<file path="config.mk">
export PLATFORM = sky130hd
export DESIGN_NAME = link_rx
export DESIGN_NICKNAME = d
export VERILOG_FILES = /design/src/verilog/link_rx_pkg.sv /design/src/verilog/link_rx.sv /design/src/verilog/rx_mem.sv
export SDC_FILE = /design/constraint.sdc
export NUM_CORES = 1
export LEC_CHECK = 0
export ABC_CLOCK_PERIOD_IN_PS = 7500
export BUFFER_PORTS_ARGS = -buffer_cell sky130_fd_sc_hd__buf_2
export CORE_ASPECT_RATIO = 0.6
export CORE_UTILIZATION = 41
export DETAILED_ROUTE_END_ITERATION = 10
export PLACE_DENSITY = 0.55
export SYNTH_ARGS = -nofsm -noshare
export SYNTH_HDL_FRONTEND = slang
export SYNTH_SLANG_ARGS = --single-unit
</file>
<file path="constraint.sdc">
create_clock -name pclk -period 7.5 [get_ports pclk]
set_clock_uncertainty 0.05 [all_clocks]
set_input_delay 0.375 -clock pclk [delete_from_list [all_inputs] [get_ports pclk]]
set_output_delay 0.375 -clock pclk [all_outputs]
set_load 0.03 [all_outputs]
</file>
<file path="src/verilog/link_rx_pkg.sv">
// link receiver package: register map, fifo geometry, phase codes, carriers
// assumes a 32-bit apb slave on a 100 MHz pclk
package link_rx_pkg;
	// register byte offsets
	localparam logic [11:0] CTRL_OFS = 12'h0000;
	localparam logic [11:0] STATUS_OFS = 12'h0004;
	localparam logic [11:0] MASK_OFS = 12'h0008;
	localparam logic [11:0] DATA_OFS = 12'h000C;
	localparam logic [11:0] FLAG_OFS = 12'h0010;
	// field positions
	localparam int CTRL_CHECK_BIT = 0;
	localparam int ST_CSUM_BIT = 0;
	localparam int ST_OVFL_BIT = 1;
	localparam int ST_EOB_BIT = 2;
	localparam int FLAG_EOB_BIT = 0;
	localparam int FLAG_EMPTY_BIT = 1;
	localparam int FLAG_HOLD_BIT = 2;
	localparam int FLAG_COUNT_POS = 8;
	// reset values
	localparam logic [31:0] CTRL_RST = 32'h0000_0000;
	localparam logic [2:0] STATUS_RST = 3'h0;
	localparam logic [2:0] MASK_RST = 3'h0;
	// receive fifo geometry
	localparam int FIFO_WIDTH = 33;
	localparam int FIFO_AW = 4;
	localparam int FIFO_DEPTH = 16;
	localparam logic [4:0] HOLD_LEVEL = 5'h08;
	// beats per quad word (one byte per link clock period)
	localparam logic [3:0] LAST_BEAT = 4'hF;
	localparam logic [1:0] WORD_BEAT = 2'h3;

	// link phase, gray along data -> checksum -> dummy
	typedef enum logic [1:0] {
		PH_DATA = 2'b00,
		PH_CSUM = 2'b01,
		PH_DUMMY = 2'b11
	} phase_t;

	// synchronised link pins
	typedef struct packed {
		logic clk;
		logic done_n;
		logic [3:0] data;
	} link_pins_t;

	// one receive fifo word
	typedef struct packed {
		logic eob;
		logic [31:0] data;
	} rx_word_t;
endpackage

</file>
<file path="src/verilog/link_rx.sv">
// link_rx: four-bit ddr link port receiver with apb register access
// assumes link pins are asynchronous; link clock far slower than pclk
`timescale 1ns/1ps

////////////////////////////////////////////////////////////////////////////////
// Notes on behaviour
// - link data sampled at link clock edges into rise and fall shift registers
// - each assembled 32-bit word goes into the receive fifo unless the fifo is full
// - with checking on, byte sum of the quad word is compared with checksum
// - bit 32 of fifo word shows block done seen so far in that quad word
// - checksum mismatch raises the checksum error flag
// - with checking off no checksum byte is expected or checked
// - hold-off asserted when the fifo is at least half full
// - local side pops 33-bit words and sees an empty status
// - checksum beat is two nibbles, then one dummy zero beat
// - transfers come in 128-bit quad words, four lines double rate
module link_rx
	import link_rx_pkg::*;
(
	// clock and reset
	input wire logic pclk,
	input wire logic presetn,
	// apb slave
	input wire logic psel,
	input wire logic penable,
	input wire logic pwrite,
	input wire logic [11:0] paddr,
	input wire logic [31:0] pwdata,
	output logic [31:0] prdata,
	output logic pready,
	output logic pslverr,
	// link port
	input wire logic link_clk,
	input wire logic [3:0] link_data,
	input wire logic block_done_n,
	output logic hold_off,
	// local status
	output logic csum_err,
	output logic irq
);
	link_pins_t pins_meta, pins_sync;
	logic clk_prev;
	logic rise_edge, fall_edge;
	logic [15:0] rise_sr, fall_sr, next_fall;
	phase_t phase;
	logic [3:0] beat;
	logic [7:0] csum, beat_byte;
	logic block_seen;
	logic check_en;
	logic [2:0] status, mask, st_set, st_clr;
	logic [FIFO_AW:0] wr_ptr, rd_ptr;
	logic [FIFO_AW:0] count;
	logic fifo_full, fifo_empty;
	logic wr_en, rd_en, csum_bad;
	rx_word_t wr_word, rd_word;
	logic eob_last;
	logic apb_setup, apb_access, apb_done;

	////////////////////////////////////////////////////////////////////////
	// pin synchroniser, two stages before any logic
	always_ff @(posedge pclk or negedge presetn) begin
		if (!presetn) begin
			pins_meta <= '0;
			pins_sync <= '0;
			clk_prev <= 1'b0;
		end else begin
			pins_meta <= {link_clk, block_done_n, link_data};
			pins_sync <= pins_meta;
			clk_prev <= pins_sync.clk;
		end
	end

	// link clock edge detection on synchronised copy
	assign rise_edge = pins_sync.clk & ~clk_prev;
	assign fall_edge = ~pins_sync.clk & clk_prev;
	assign next_fall = {pins_sync.data, fall_sr[15:4]};
	assign beat_byte = {pins_sync.data, rise_sr[15:12]};

	////////////////////////////////////////////////////////////////////////
	// rise and fall shift registers
	always_ff @(posedge pclk or negedge presetn) begin
		if (!presetn) begin
			rise_sr <= '0;
			fall_sr <= '0;
		end else begin
			if (rise_edge) begin
				rise_sr <= {pins_sync.data, rise_sr[15:4]};
			end
			if (fall_edge) begin
				fall_sr <= next_fall;
			end
		end
	end

	// beat and phase sequencing, one byte per link period
	always_ff @(posedge pclk or negedge presetn) begin
		if (!presetn) begin
			phase <= PH_DATA;
			beat <= '0;
		end else if (fall_edge) begin
			case (phase)
				PH_DATA: begin
					beat <= beat + 4'h1;
					if (beat == LAST_BEAT && check_en) begin
						phase <= PH_CSUM;
					end
				end
				PH_CSUM: begin
					phase <= PH_DUMMY;
				end
				PH_DUMMY: begin
					phase <= PH_DATA;
				end
				default: begin
					phase <= PH_DATA;
				end
			endcase
		end
	end

	// checksum accumulator over data bytes
	always_ff @(posedge pclk or negedge presetn) begin
		if (!presetn) begin
			csum <= '0;
		end else if (fall_edge && phase == PH_DATA) begin
			csum <= (beat == 4'h0) ? beat_byte : csum + beat_byte;
		end
	end

	// checksum compare at the checksum beat, only when enabled
	assign csum_bad = fall_edge && phase == PH_CSUM && check_en && beat_byte != csum;

	// block done tracking within the current quad word
	always_ff @(posedge pclk or negedge presetn) begin
		if (!presetn) begin
			block_seen <= 1'b0;
		end else if (rise_edge && phase == PH_DATA) begin
			block_seen <= (beat == 4'h0) ? ~pins_sync.done_n : block_seen | ~pins_sync.done_n;
		end
	end

	////////////////////////////////////////////////////////////////////////
	// fifo write of each completed word while the fifo is not full
	assign wr_en = fall_edge && phase == PH_DATA && beat[1:0] == WORD_BEAT && !fifo_full;
	always_comb begin
		wr_word.eob = block_seen | ~pins_sync.done_n;
		for (int i = 0; i < 4; i++) begin
			wr_word.data[8*i +: 8] = {next_fall[4*i +: 4], rise_sr[4*i +: 4]};
		end
	end

	// fifo pointers, read pops on a data register setup
	assign count = wr_ptr - rd_ptr;
	assign fifo_full = count == (FIFO_AW+1)'(FIFO_DEPTH);
	assign fifo_empty = count == '0;
	assign apb_setup = psel && !penable;
	assign apb_access = psel && penable && !pready;
	assign apb_done = psel && penable && pready;
	assign rd_en = apb_setup && !pwrite && paddr == DATA_OFS && !fifo_empty;
	always_ff @(posedge pclk or negedge presetn) begin
		if (!presetn) begin
			wr_ptr <= '0;
			rd_ptr <= '0;
		end else begin
			if (wr_en) begin
				wr_ptr <= wr_ptr + 1'b1;
			end
			if (rd_en) begin
				rd_ptr <= rd_ptr + 1'b1;
			end
		end
	end

	rx_mem u_mem (
		.pclk(pclk),
		.wr_en(wr_en),
		.wr_addr(wr_ptr[FIFO_AW-1:0]),
		.wr_word(wr_word),
		.rd_en(rd_en),
		.rd_addr(rd_ptr[FIFO_AW-1:0]),
		.rd_word(rd_word)
	);

	// hold-off toward the sender
	always_ff @(posedge pclk or negedge presetn) begin
		if (!presetn) begin
			hold_off <= 1'b0;
		end else begin
			hold_off <= count >= HOLD_LEVEL;
		end
	end

	////////////////////////////////////////////////////////////////////////
	// sticky event status, write one to clear, set wins
	assign st_set = {wr_en & wr_word.eob, fall_edge & phase == PH_DATA
		& beat[1:0] == WORD_BEAT & fifo_full, csum_bad};
	assign st_clr = (apb_done && pwrite && paddr == STATUS_OFS) ? pwdata[2:0] : 3'h0;
	always_ff @(posedge pclk or negedge presetn) begin
		if (!presetn) begin
			status <= STATUS_RST;
		end else begin
			status <= (status & ~st_clr) | st_set;
		end
	end

	// error pin and interrupt
	always_ff @(posedge pclk or negedge presetn) begin
		if (!presetn) begin
			csum_err <= 1'b0;
			irq <= 1'b0;
		end else begin
			csum_err <= status[ST_CSUM_BIT];
			irq <= |(status & mask);
		end
	end

	// control and mask writes
	always_ff @(posedge pclk or negedge presetn) begin
		if (!presetn) begin
			check_en <= CTRL_RST[CTRL_CHECK_BIT];
			mask <= MASK_RST;
		end else if (apb_done && pwrite) begin
			if (paddr == CTRL_OFS) begin
				check_en <= pwdata[CTRL_CHECK_BIT];
			end
			if (paddr == MASK_OFS) begin
				mask <= pwdata[2:0];
			end
		end
	end

	// bit 32 of the last popped word
	always_ff @(posedge pclk or negedge presetn) begin
		if (!presetn) begin
			eob_last <= 1'b0;
		end else if (apb_access && paddr == DATA_OFS && !pwrite) begin
			eob_last <= rd_word.eob;
		end
	end

	// apb answer, ready one cycle into the access phase
	always_ff @(posedge pclk or negedge presetn) begin
		if (!presetn) begin
			pready <= 1'b0;
			pslverr <= 1'b0;
			prdata <= '0;
		end else begin
			pready <= apb_access;
			pslverr <= apb_access && paddr > FLAG_OFS;
			prdata <= '0;
			if (apb_access && !pwrite) begin
				case (paddr)
					CTRL_OFS: prdata <= 32'(check_en);
					STATUS_OFS: prdata <= 32'(status);
					MASK_OFS: prdata <= 32'(mask);
					DATA_OFS: prdata <= rd_word.data;
					FLAG_OFS: prdata <= {19'h0_0000, count, 5'h00, hold_off,
						fifo_empty, eob_last};
					default: prdata <= '0;
				endcase
			end
		end
	end
endmodule // link_rx

</file>
<file path="src/verilog/rx_mem.sv">
// rx_mem: receive fifo storage, one write and one registered read port
// assumes pointers and full/empty are kept by the caller
`timescale 1ns/1ps
module rx_mem
	import link_rx_pkg::*;
(
	// clock
	input wire logic pclk,
	// write port
	input wire logic wr_en,
	input wire logic [FIFO_AW-1:0] wr_addr,
	input wire rx_word_t wr_word,
	// read port
	input wire logic rd_en,
	input wire logic [FIFO_AW-1:0] rd_addr,
	output rx_word_t rd_word
);
	rx_word_t mem [FIFO_DEPTH];

	// storage write
	always_ff @(posedge pclk) begin
		if (wr_en) begin
			mem[wr_addr] <= wr_word;
		end
	end

	// registered read data
	always_ff @(posedge pclk) begin
		if (rd_en) begin
			rd_word <= mem[rd_addr];
		end
	end
endmodule // rx_mem

</file>
==> metrics.md, run 1 <==
| Metric | Value |
|---|---|
| Largest cells by area after synthesis | edfxtp_1 (65%), mux4_2 (14%), dfrtp_1 (11%), ha_1 (0.87%), nand2_1 (0.84%) |
| Placed inst area | approximately 27000 sq um |
| Port-buffer cells | 62 |
| Total Wirelength | 56.4 mm |
| Rel. slew slack | 0.280 |
| Placed Cells | 2078 |
| Most frequent cells in the layout | edfxtp_1 (561), mux4_2 (165), dfrtp_1 (108), clkbuf_16 (61), buf_2 (61) |
| Max Fclk | between 0.2 and 0.25 GHz |
| Post-Synth Adder-Cell Area | 0.0103 |
| Vias | 12094 |
| Vias per std cell | approximately 5.5 |
| Final Critical Period | 4.90 ns |
| Drt first pass iters | 4 |
| FF+latch count, synth | about 670 |
| Post-synth top area share | 0.654 |
| XOR/XNOR Fraction of Synth Area | 0.00510 |
| Antenna Cells | 0 |
| CP Data Required Time | 7.71 ns |
| Max-slew violations | 0 |
| Total negative slack | 0 ns |
| Post-Synth Simple-Gate Area | 0.0403 |
| # clock sinks | 672 |
| Maximum number of pins on one net before global-route repair | 104 |
| Synth Net Count | 1288 |
| Yosys cell types | between 60 and 70 |
| Cell Rows | 70 |
| Crit path capture type | flop |
| Syn avg cell area | around 21 sq um |
| Die Area | 63900 sq um |
| PD cells | around 280 nW/um^2 |
| CTS root buffer | clkbuf_16 |
| Largest area contributor in the netlist | edfxtp_1 |
| Status | complete, no violations |
| Finished layout cell area | 29200 sq um |
| Post-CTS Setup Repair Bufs | 0 |
| Synthesized area | 25800 sq um |
| Layout Cells excl Fill | 2202 |
| Initial Utilization | 0.419 |
| First-pass GRT wire length | 84.2 mm |
| H-tree depth | 2 |
| Core area | 61500 sq um |
| GRT overflow | 0 |
| CTS tree | built |
| Max Cap Viol | 0 |
| R2r setup slk | approximately 2.6 ns |
| Area grow syn2layout | 13.4% |
| Synth async-reset ratio | 0.165 |
| Max IR drop VDD | around 0.00018 V |
| Die height | 196 um |
| Largest fanout on the critical path | 71 |
| Worst Tran Pin Value | approximately 1.1 ns |
| Num CTS Buffers | 60 |
| Seq/Total Area, Yosys | 0.762 |
| Finish-stage setup viols | 0 |
| Static leakage | 9.76 nW |
| Hold Crit Class | input port to flop |
| DR DRC count | 0 |
| Mapped Cells | roughly 1200 |
| Gr usage total | 0.181 |
| Global placement routability congestion | 0.771 |
| Post-synth EDFFs | 561 |
| Commonest non-fill, non-tap cell in the layout | edfxtp_1 |
| I/O Pins | slightly above 90 |
| Multiplexer share of the synthesized area | 0.156 |
| Die width | 326 um |
| Main combinational cell family by area after synthesis | multiplexers |
| Worst-path clk slew | 0.07 ns |
| Final nets | 1399 |
| Worst-case clock buffer depth | 3 |
| HPWL Detailed | roughly 30 mm |
| Layout fillers | 5129 |
| Synth Area in Compound Gates | 0.0166 |
| Top FF cell, synth | edfxtp_1 |
| RSZ-0062 raised after global routing | false |
| Worst EP arrival | 5.12 ns |
| Antenna-violating nets left | 0 |
| Synth warn | 0 |
| Initial drt markers | ~1100 |
| Hold Vio Cnt, Final | 0 |
| Share of layout cells above drive strength 1 | 0.284 |
| Vias in the first global route | about 12000 |
| Worst skew pair latency | 0.61 ns |
| Initial antenna violation count | 0 |
| Wire per inst | 25.6 um |
| WS Path Type | flop to flop |
| Startpoint Class | flop |
| Crit share post-route | 0.654 |
==> sequential cells by signal (all words and copies together), names as in the netlist, 2 cells and up <==
name	cells
wr_ptr	5
csum	8
beat	4
beat_byte	4
rd_ptr	5
prdata	32
mask	3
u_mem.mem	528
fall_sr	12
pins_meta	6
rise_sr	16
pins_sync	2
u_mem.rd_word	33
phase	2
status	3
==> routing by layer <==
metal | part of all wire | GRT usage
met5 | 0 | 0
met1 | 0.49 | 0.281
met3 | 0.058 | 0.0343
met4 | 0.014 | 0.0322
met2 | 0.44 | 0.268
==> area by class of cell <==
| type | count | area (sq um) | area share |
|---|---|---|---|
| inverters | 16 | 60.1 | 0.00206 |
| clock inverters | 29 | 262 | 0.00895 |
| repair buffers | 101 | 652 | 0.0223 |
| multi-input cells | 473 | 5910 | 0.202 |
| clock buffers | 83 | 1670 | 0.0571 |
| well taps | 828 | 1040 | 0.0355 |
| flip-flops and latches | 672 | 19600 | 0.672 |
==> synth_stat cells, types with 8 or more instances <==
cell	n
clkbuf_1	29
buf_2	10
buf_1	12
mux4_2	165
mux2_2	18
nand3_1	8
inv_1	15
nand2_1	58
dfrtp_1	111
and3_1	15
a21oi_1	14
ha_1	18
edfxtp_1	561
xnor2_1	9
nor2_1	20
and2_1	29
o21ai_0	8
==> critical path, stage by stage (launching register included) <==
cell and delay [ns]:
dfrtp_4 1.14, inv_1 0.21, fa_1 0.51, xor2_1 0.30, or3b_1 0.21, a2111oi_4 0.08, nor2_1 0.75, and3_2 0.80
buf_4 0.47
==> final timing paths <==
check / startpoint / endpoint / cells after the start
max: rd_ptr[1] / u_mem.mem[6][23] / 8
min: paddr[4] / pslverr / 3
max reg2reg: rd_ptr[1] / u_mem.mem[6][23] / 8
min reg2reg: pins_meta[1] / beat_byte[5] / 0
max in group asynchronous: presetn / rd_ptr[1] / 3
min in group asynchronous: presetn / beat_byte[7] / 2
==> cell families (layout without fill, tap and decap cells) <==
logic type,count (synthesis),count (layout)
simple gates,187,187
fa+ha+maj,20,20
mux,191,191
xor+xnor,15,15
flops,672,672
buf+inv,68,229
compound gates,60,60
==> through the flow <==
stage	total power, mW	hold WS [ns]	setup WS, ns	utilization
6_report	8.16	0.0536	2.60	0.475
5_1_grt	8.47	0.0595	2.28	0.475
2_1_floorplan	4.92	0.0294	2.30	-
3_5_place_dp	5.18	0.285	2.64	0.442
3_3_place_gp	5.14	0.286	2.68	0.442
4_1_cts	8.24	0.0158	2.59	0.475
==> where the power goes <==
group	leakage [nW]	switching [mW]	internal (mW)
Combinational	2.34	0.321	0.232
Clock	0.947	1.33	1.72
Sequential	6.48	0.238	4.32
Total	9.76	1.89	6.27
==> what timing repair did <==
action | in CTS | in global routing
hold endpoints to repair | 65 | 0
resized for setup | 0 | 0
hold buffers | 12 | 0
No activity file was read; power rests on OpenSTA's default activity.
==> run 2: changes to the inputs <==
ABC_CLOCK_PERIOD_IN_PS = 4490   (was 7500)
PLACE_DENSITY = 0.57   (was 0.55)
clock period = 4.49 ns   (was 7.5 ns; I/O delays follow)
==> metrics.md, run 2 (synthesis results as in run 1) <==
| Metric | Value |
|---|---|
| Wire per inst | 25.5 um (was 25.6 um) |
| WS Path Type | flop to flop (unchanged) |
| First-pass GRT wire length | 85.0 mm (was 84.2 mm) |
| PD cells | 467 nW/um^2 (was 279 nW/um^2) |
| Gr usage total | 0.181 (about the same) |
| Min Hold Slack | 0.0424 ns (was 0.0536 ns) |
| Crit path capture type | flop (unchanged) |
| Die Area | 63900 sq um (unchanged) |
| Num CTS Buffers | 60 (unchanged) |
| # clock sinks | 672 (unchanged) |
| Total negative slack | 0 ns (unchanged) |
| Global placement routability congestion | 0.809 (was 0.771) |
| Vias | 12184 (was 12094) |
| Layout fillers | 5122 (was 5129) |
| Worst-case clock buffer depth | 3 (unchanged) |
| Hold Crit Class | input port to flop (unchanged) |
| DR DRC count | 0 (unchanged) |
| WHS Endpoint | pslverr (unchanged) |
| Final nets | 1405 (was 1399) |
| FF+latch area | 19600 sq um (unchanged) |
| Vias in the first global route | 12543 (was 12312) |
| Initial drt markers | 1230 (was 1117) |
| Vias per std cell | 5.51 (was 5.49) |
| Die width | 326 um (unchanged) |
| GRT overflow | 0 (unchanged) |
| Startpoint Class | flop (unchanged) |
| Reg-to-reg startpoint | wr_ptr[0] (was rd_ptr[1]) |
| Placed Cells | 2076 (was 2078) |
| CTS tree | built (unchanged) |
| R2r setup slk | 0.39 ns (was 2.60 ns) |
| CTS root buffer | clkbuf_16 (unchanged) |
| Worst skew pair latency | 0.62 ns (was 0.61 ns) |
| Finish-stage setup viols | 0 (unchanged) |
| Multi-input gate area | 5910 sq um (about the same) |
| Hold Vio Cnt, Final | 0 (unchanged) |
| Share of the core filled with cells | 0.478 (was 0.475) |
| Area grow syn2layout | 14.0% (was 13.4%) |
| Crit share post-route | 0.914 (was 0.654) |
| HPWL Detailed | 30.2 mm (was 29.3 mm) |
| Most frequent cells in the layout | edfxtp_1 (561), mux4_2 (165), dfrtp_1 (108), clkbuf_16 (61), buf_2 (61) (unchanged) |
| Hold_sp | paddr[8] (was paddr[4]) |
| Number of flip-flops in the largest register | 528 (unchanged) |
| Cell Rows | 70 (unchanged) |
| Port-buffer cells | 62 (unchanged) |
| Share of layout cells above drive strength 1 | 0.287 (was 0.284) |
| Max IR drop VDD | 0.000281 V (was 0.000179 V) |
| Final Critical Period | 4.10 ns (was 4.90 ns) |
| Largest fanout on the critical path | 33 (was 71) |
| Max Cap Viol | 0 (unchanged) |
| Max-slew violations | 0 (unchanged) |
| Initial Utilization | 0.419 (unchanged) |
| Commonest non-fill, non-tap cell in the layout | edfxtp_1 (unchanged) |
| Status | complete, no violations (unchanged) |
| Post-CTS sizing | 0 (unchanged) |
| Total Wirelength | 56.4 mm (about the same) |
| H-tree depth | 2 (unchanged) |
| Biggest register | u_mem.mem (unchanged) |
| I/O Pins | 92 (unchanged) |
| Worst hold path depth | 4 (was 3) |
| Worst EP arrival | 4.28 ns (was 5.12 ns) |
| Worst Tran Pin Value | 1.29 ns (was 1.08 ns) |
| Worst-path clk slew | 0.07 ns (about the same) |
| RSZ-0062 raised after global routing | false (unchanged) |
| Hold-fix buffers, CTS | 20 (was 12) |
| Reg2reg end | u_mem.mem[12][24] (was u_mem.mem[6][23]) |
| Maximum number of pins on one net before global-route repair | 136 (was 104) |
| Core area | 61500 sq um (unchanged) |
| Max Fclk | 0.244 GHz (was 0.204 GHz) |
| Post-CTS Setup Repair Bufs | 0 (unchanged) |
| CP Data Required Time | 4.67 ns (was 7.71 ns) |
| Biggest regs | u_mem.mem (528), u_mem.rd_word (33), prdata (32) (unchanged) |
| Antenna-violating nets left | 0 (unchanged) |
| Rel. slew slack | 0.132 (was 0.280) |
| R2R cell count | 10 (was 8) |
| Initial antenna violation count | 1 (was 0) |
| Layout Cells excl Fill | 2212 (was 2202) |
| Static leakage | 9.80 nW (was 9.76 nW) |
| Drt first pass iters | 5 (was 4) |
| Die height | 196 um (unchanged) |
-- run 2: cell count changes in the layout (fill, tap and decap cells not counted), moves of 3 or more --
cell,delta
clkinv_1,-5
buf_12,+5
buf_4,-7
clkinvlp_4,+3
dlygate4sd3_1,+8
clkinv_2,+3
inv_6,+3
-- run 2: worst max-delay path, stage by stage (launching register included) --
cell	delay (ns)
dfrtp_1	0.42
inv_1	0.17
ha_1	0.19
inv_1	0.06
fa_1	0.40
xor2_1	0.24
or3b_1	0.21
a2111oi_4	0.06
buf_4	0.18
nor2_1	0.59
and3_2	1.11
-- run 2: final cells by class --
type	count	share of cell area
multi-input cells	473	0.201
clock inverters	35	0.0110
inverters	16	0.00204
well taps	828	0.0353
clock buffers	79	0.0556
repair buffers	107	0.0265
flip-flops and latches	672	0.668
diodes	2	0.000170
-- run 2: worst max path at each step --
stage                              endpoint  depth (start not counted)  startpoint
after floorplan            u_mem.mem[15][0]                          9   rd_ptr[1]
after global placement    u_mem.mem[12][23]                         10   wr_ptr[0]
after detailed placement  u_mem.mem[12][23]                         10   wr_ptr[0]
after CTS                 u_mem.mem[12][24]                         10   wr_ptr[0]
after global routing      u_mem.mem[12][22]                         10   wr_ptr[0]
final                     u_mem.mem[12][24]                         10   wr_ptr[0]
-- run 2: power by group --
group | total (mW) | switching (mW) | leakage, nW | internal (mW)
Clock | 5.16 | 2.30 | 0.956 | 2.86
Combinational | 0.921 | 0.528 | 2.36 | 0.394
Sequential | 7.63 | 0.419 | 6.48 | 7.21
-- run 2: routing by layer --
layer	wire, um	vias to the layer above	track usage
met5	0	-	0
met2	25000	337	0.263
met4	807	0	0.0339
li1	-	5206	-
met3	3070	71	0.0319
met1	27500	6570	0.288
-- run 2: metrics by stage --
stage / setup slack (ns) / total power, mW / area, sq um
finish: 0.387 / 13.7 / 29400
global route: 0.0974 / 14.2 / 29400
CTS: 0.352 / 13.8 / 29400
detailed placement: 0.369 / 8.66 / 27200
global placement: 0.490 / 8.60 / 27200
floorplan: 0.360 / 8.23 / 25800
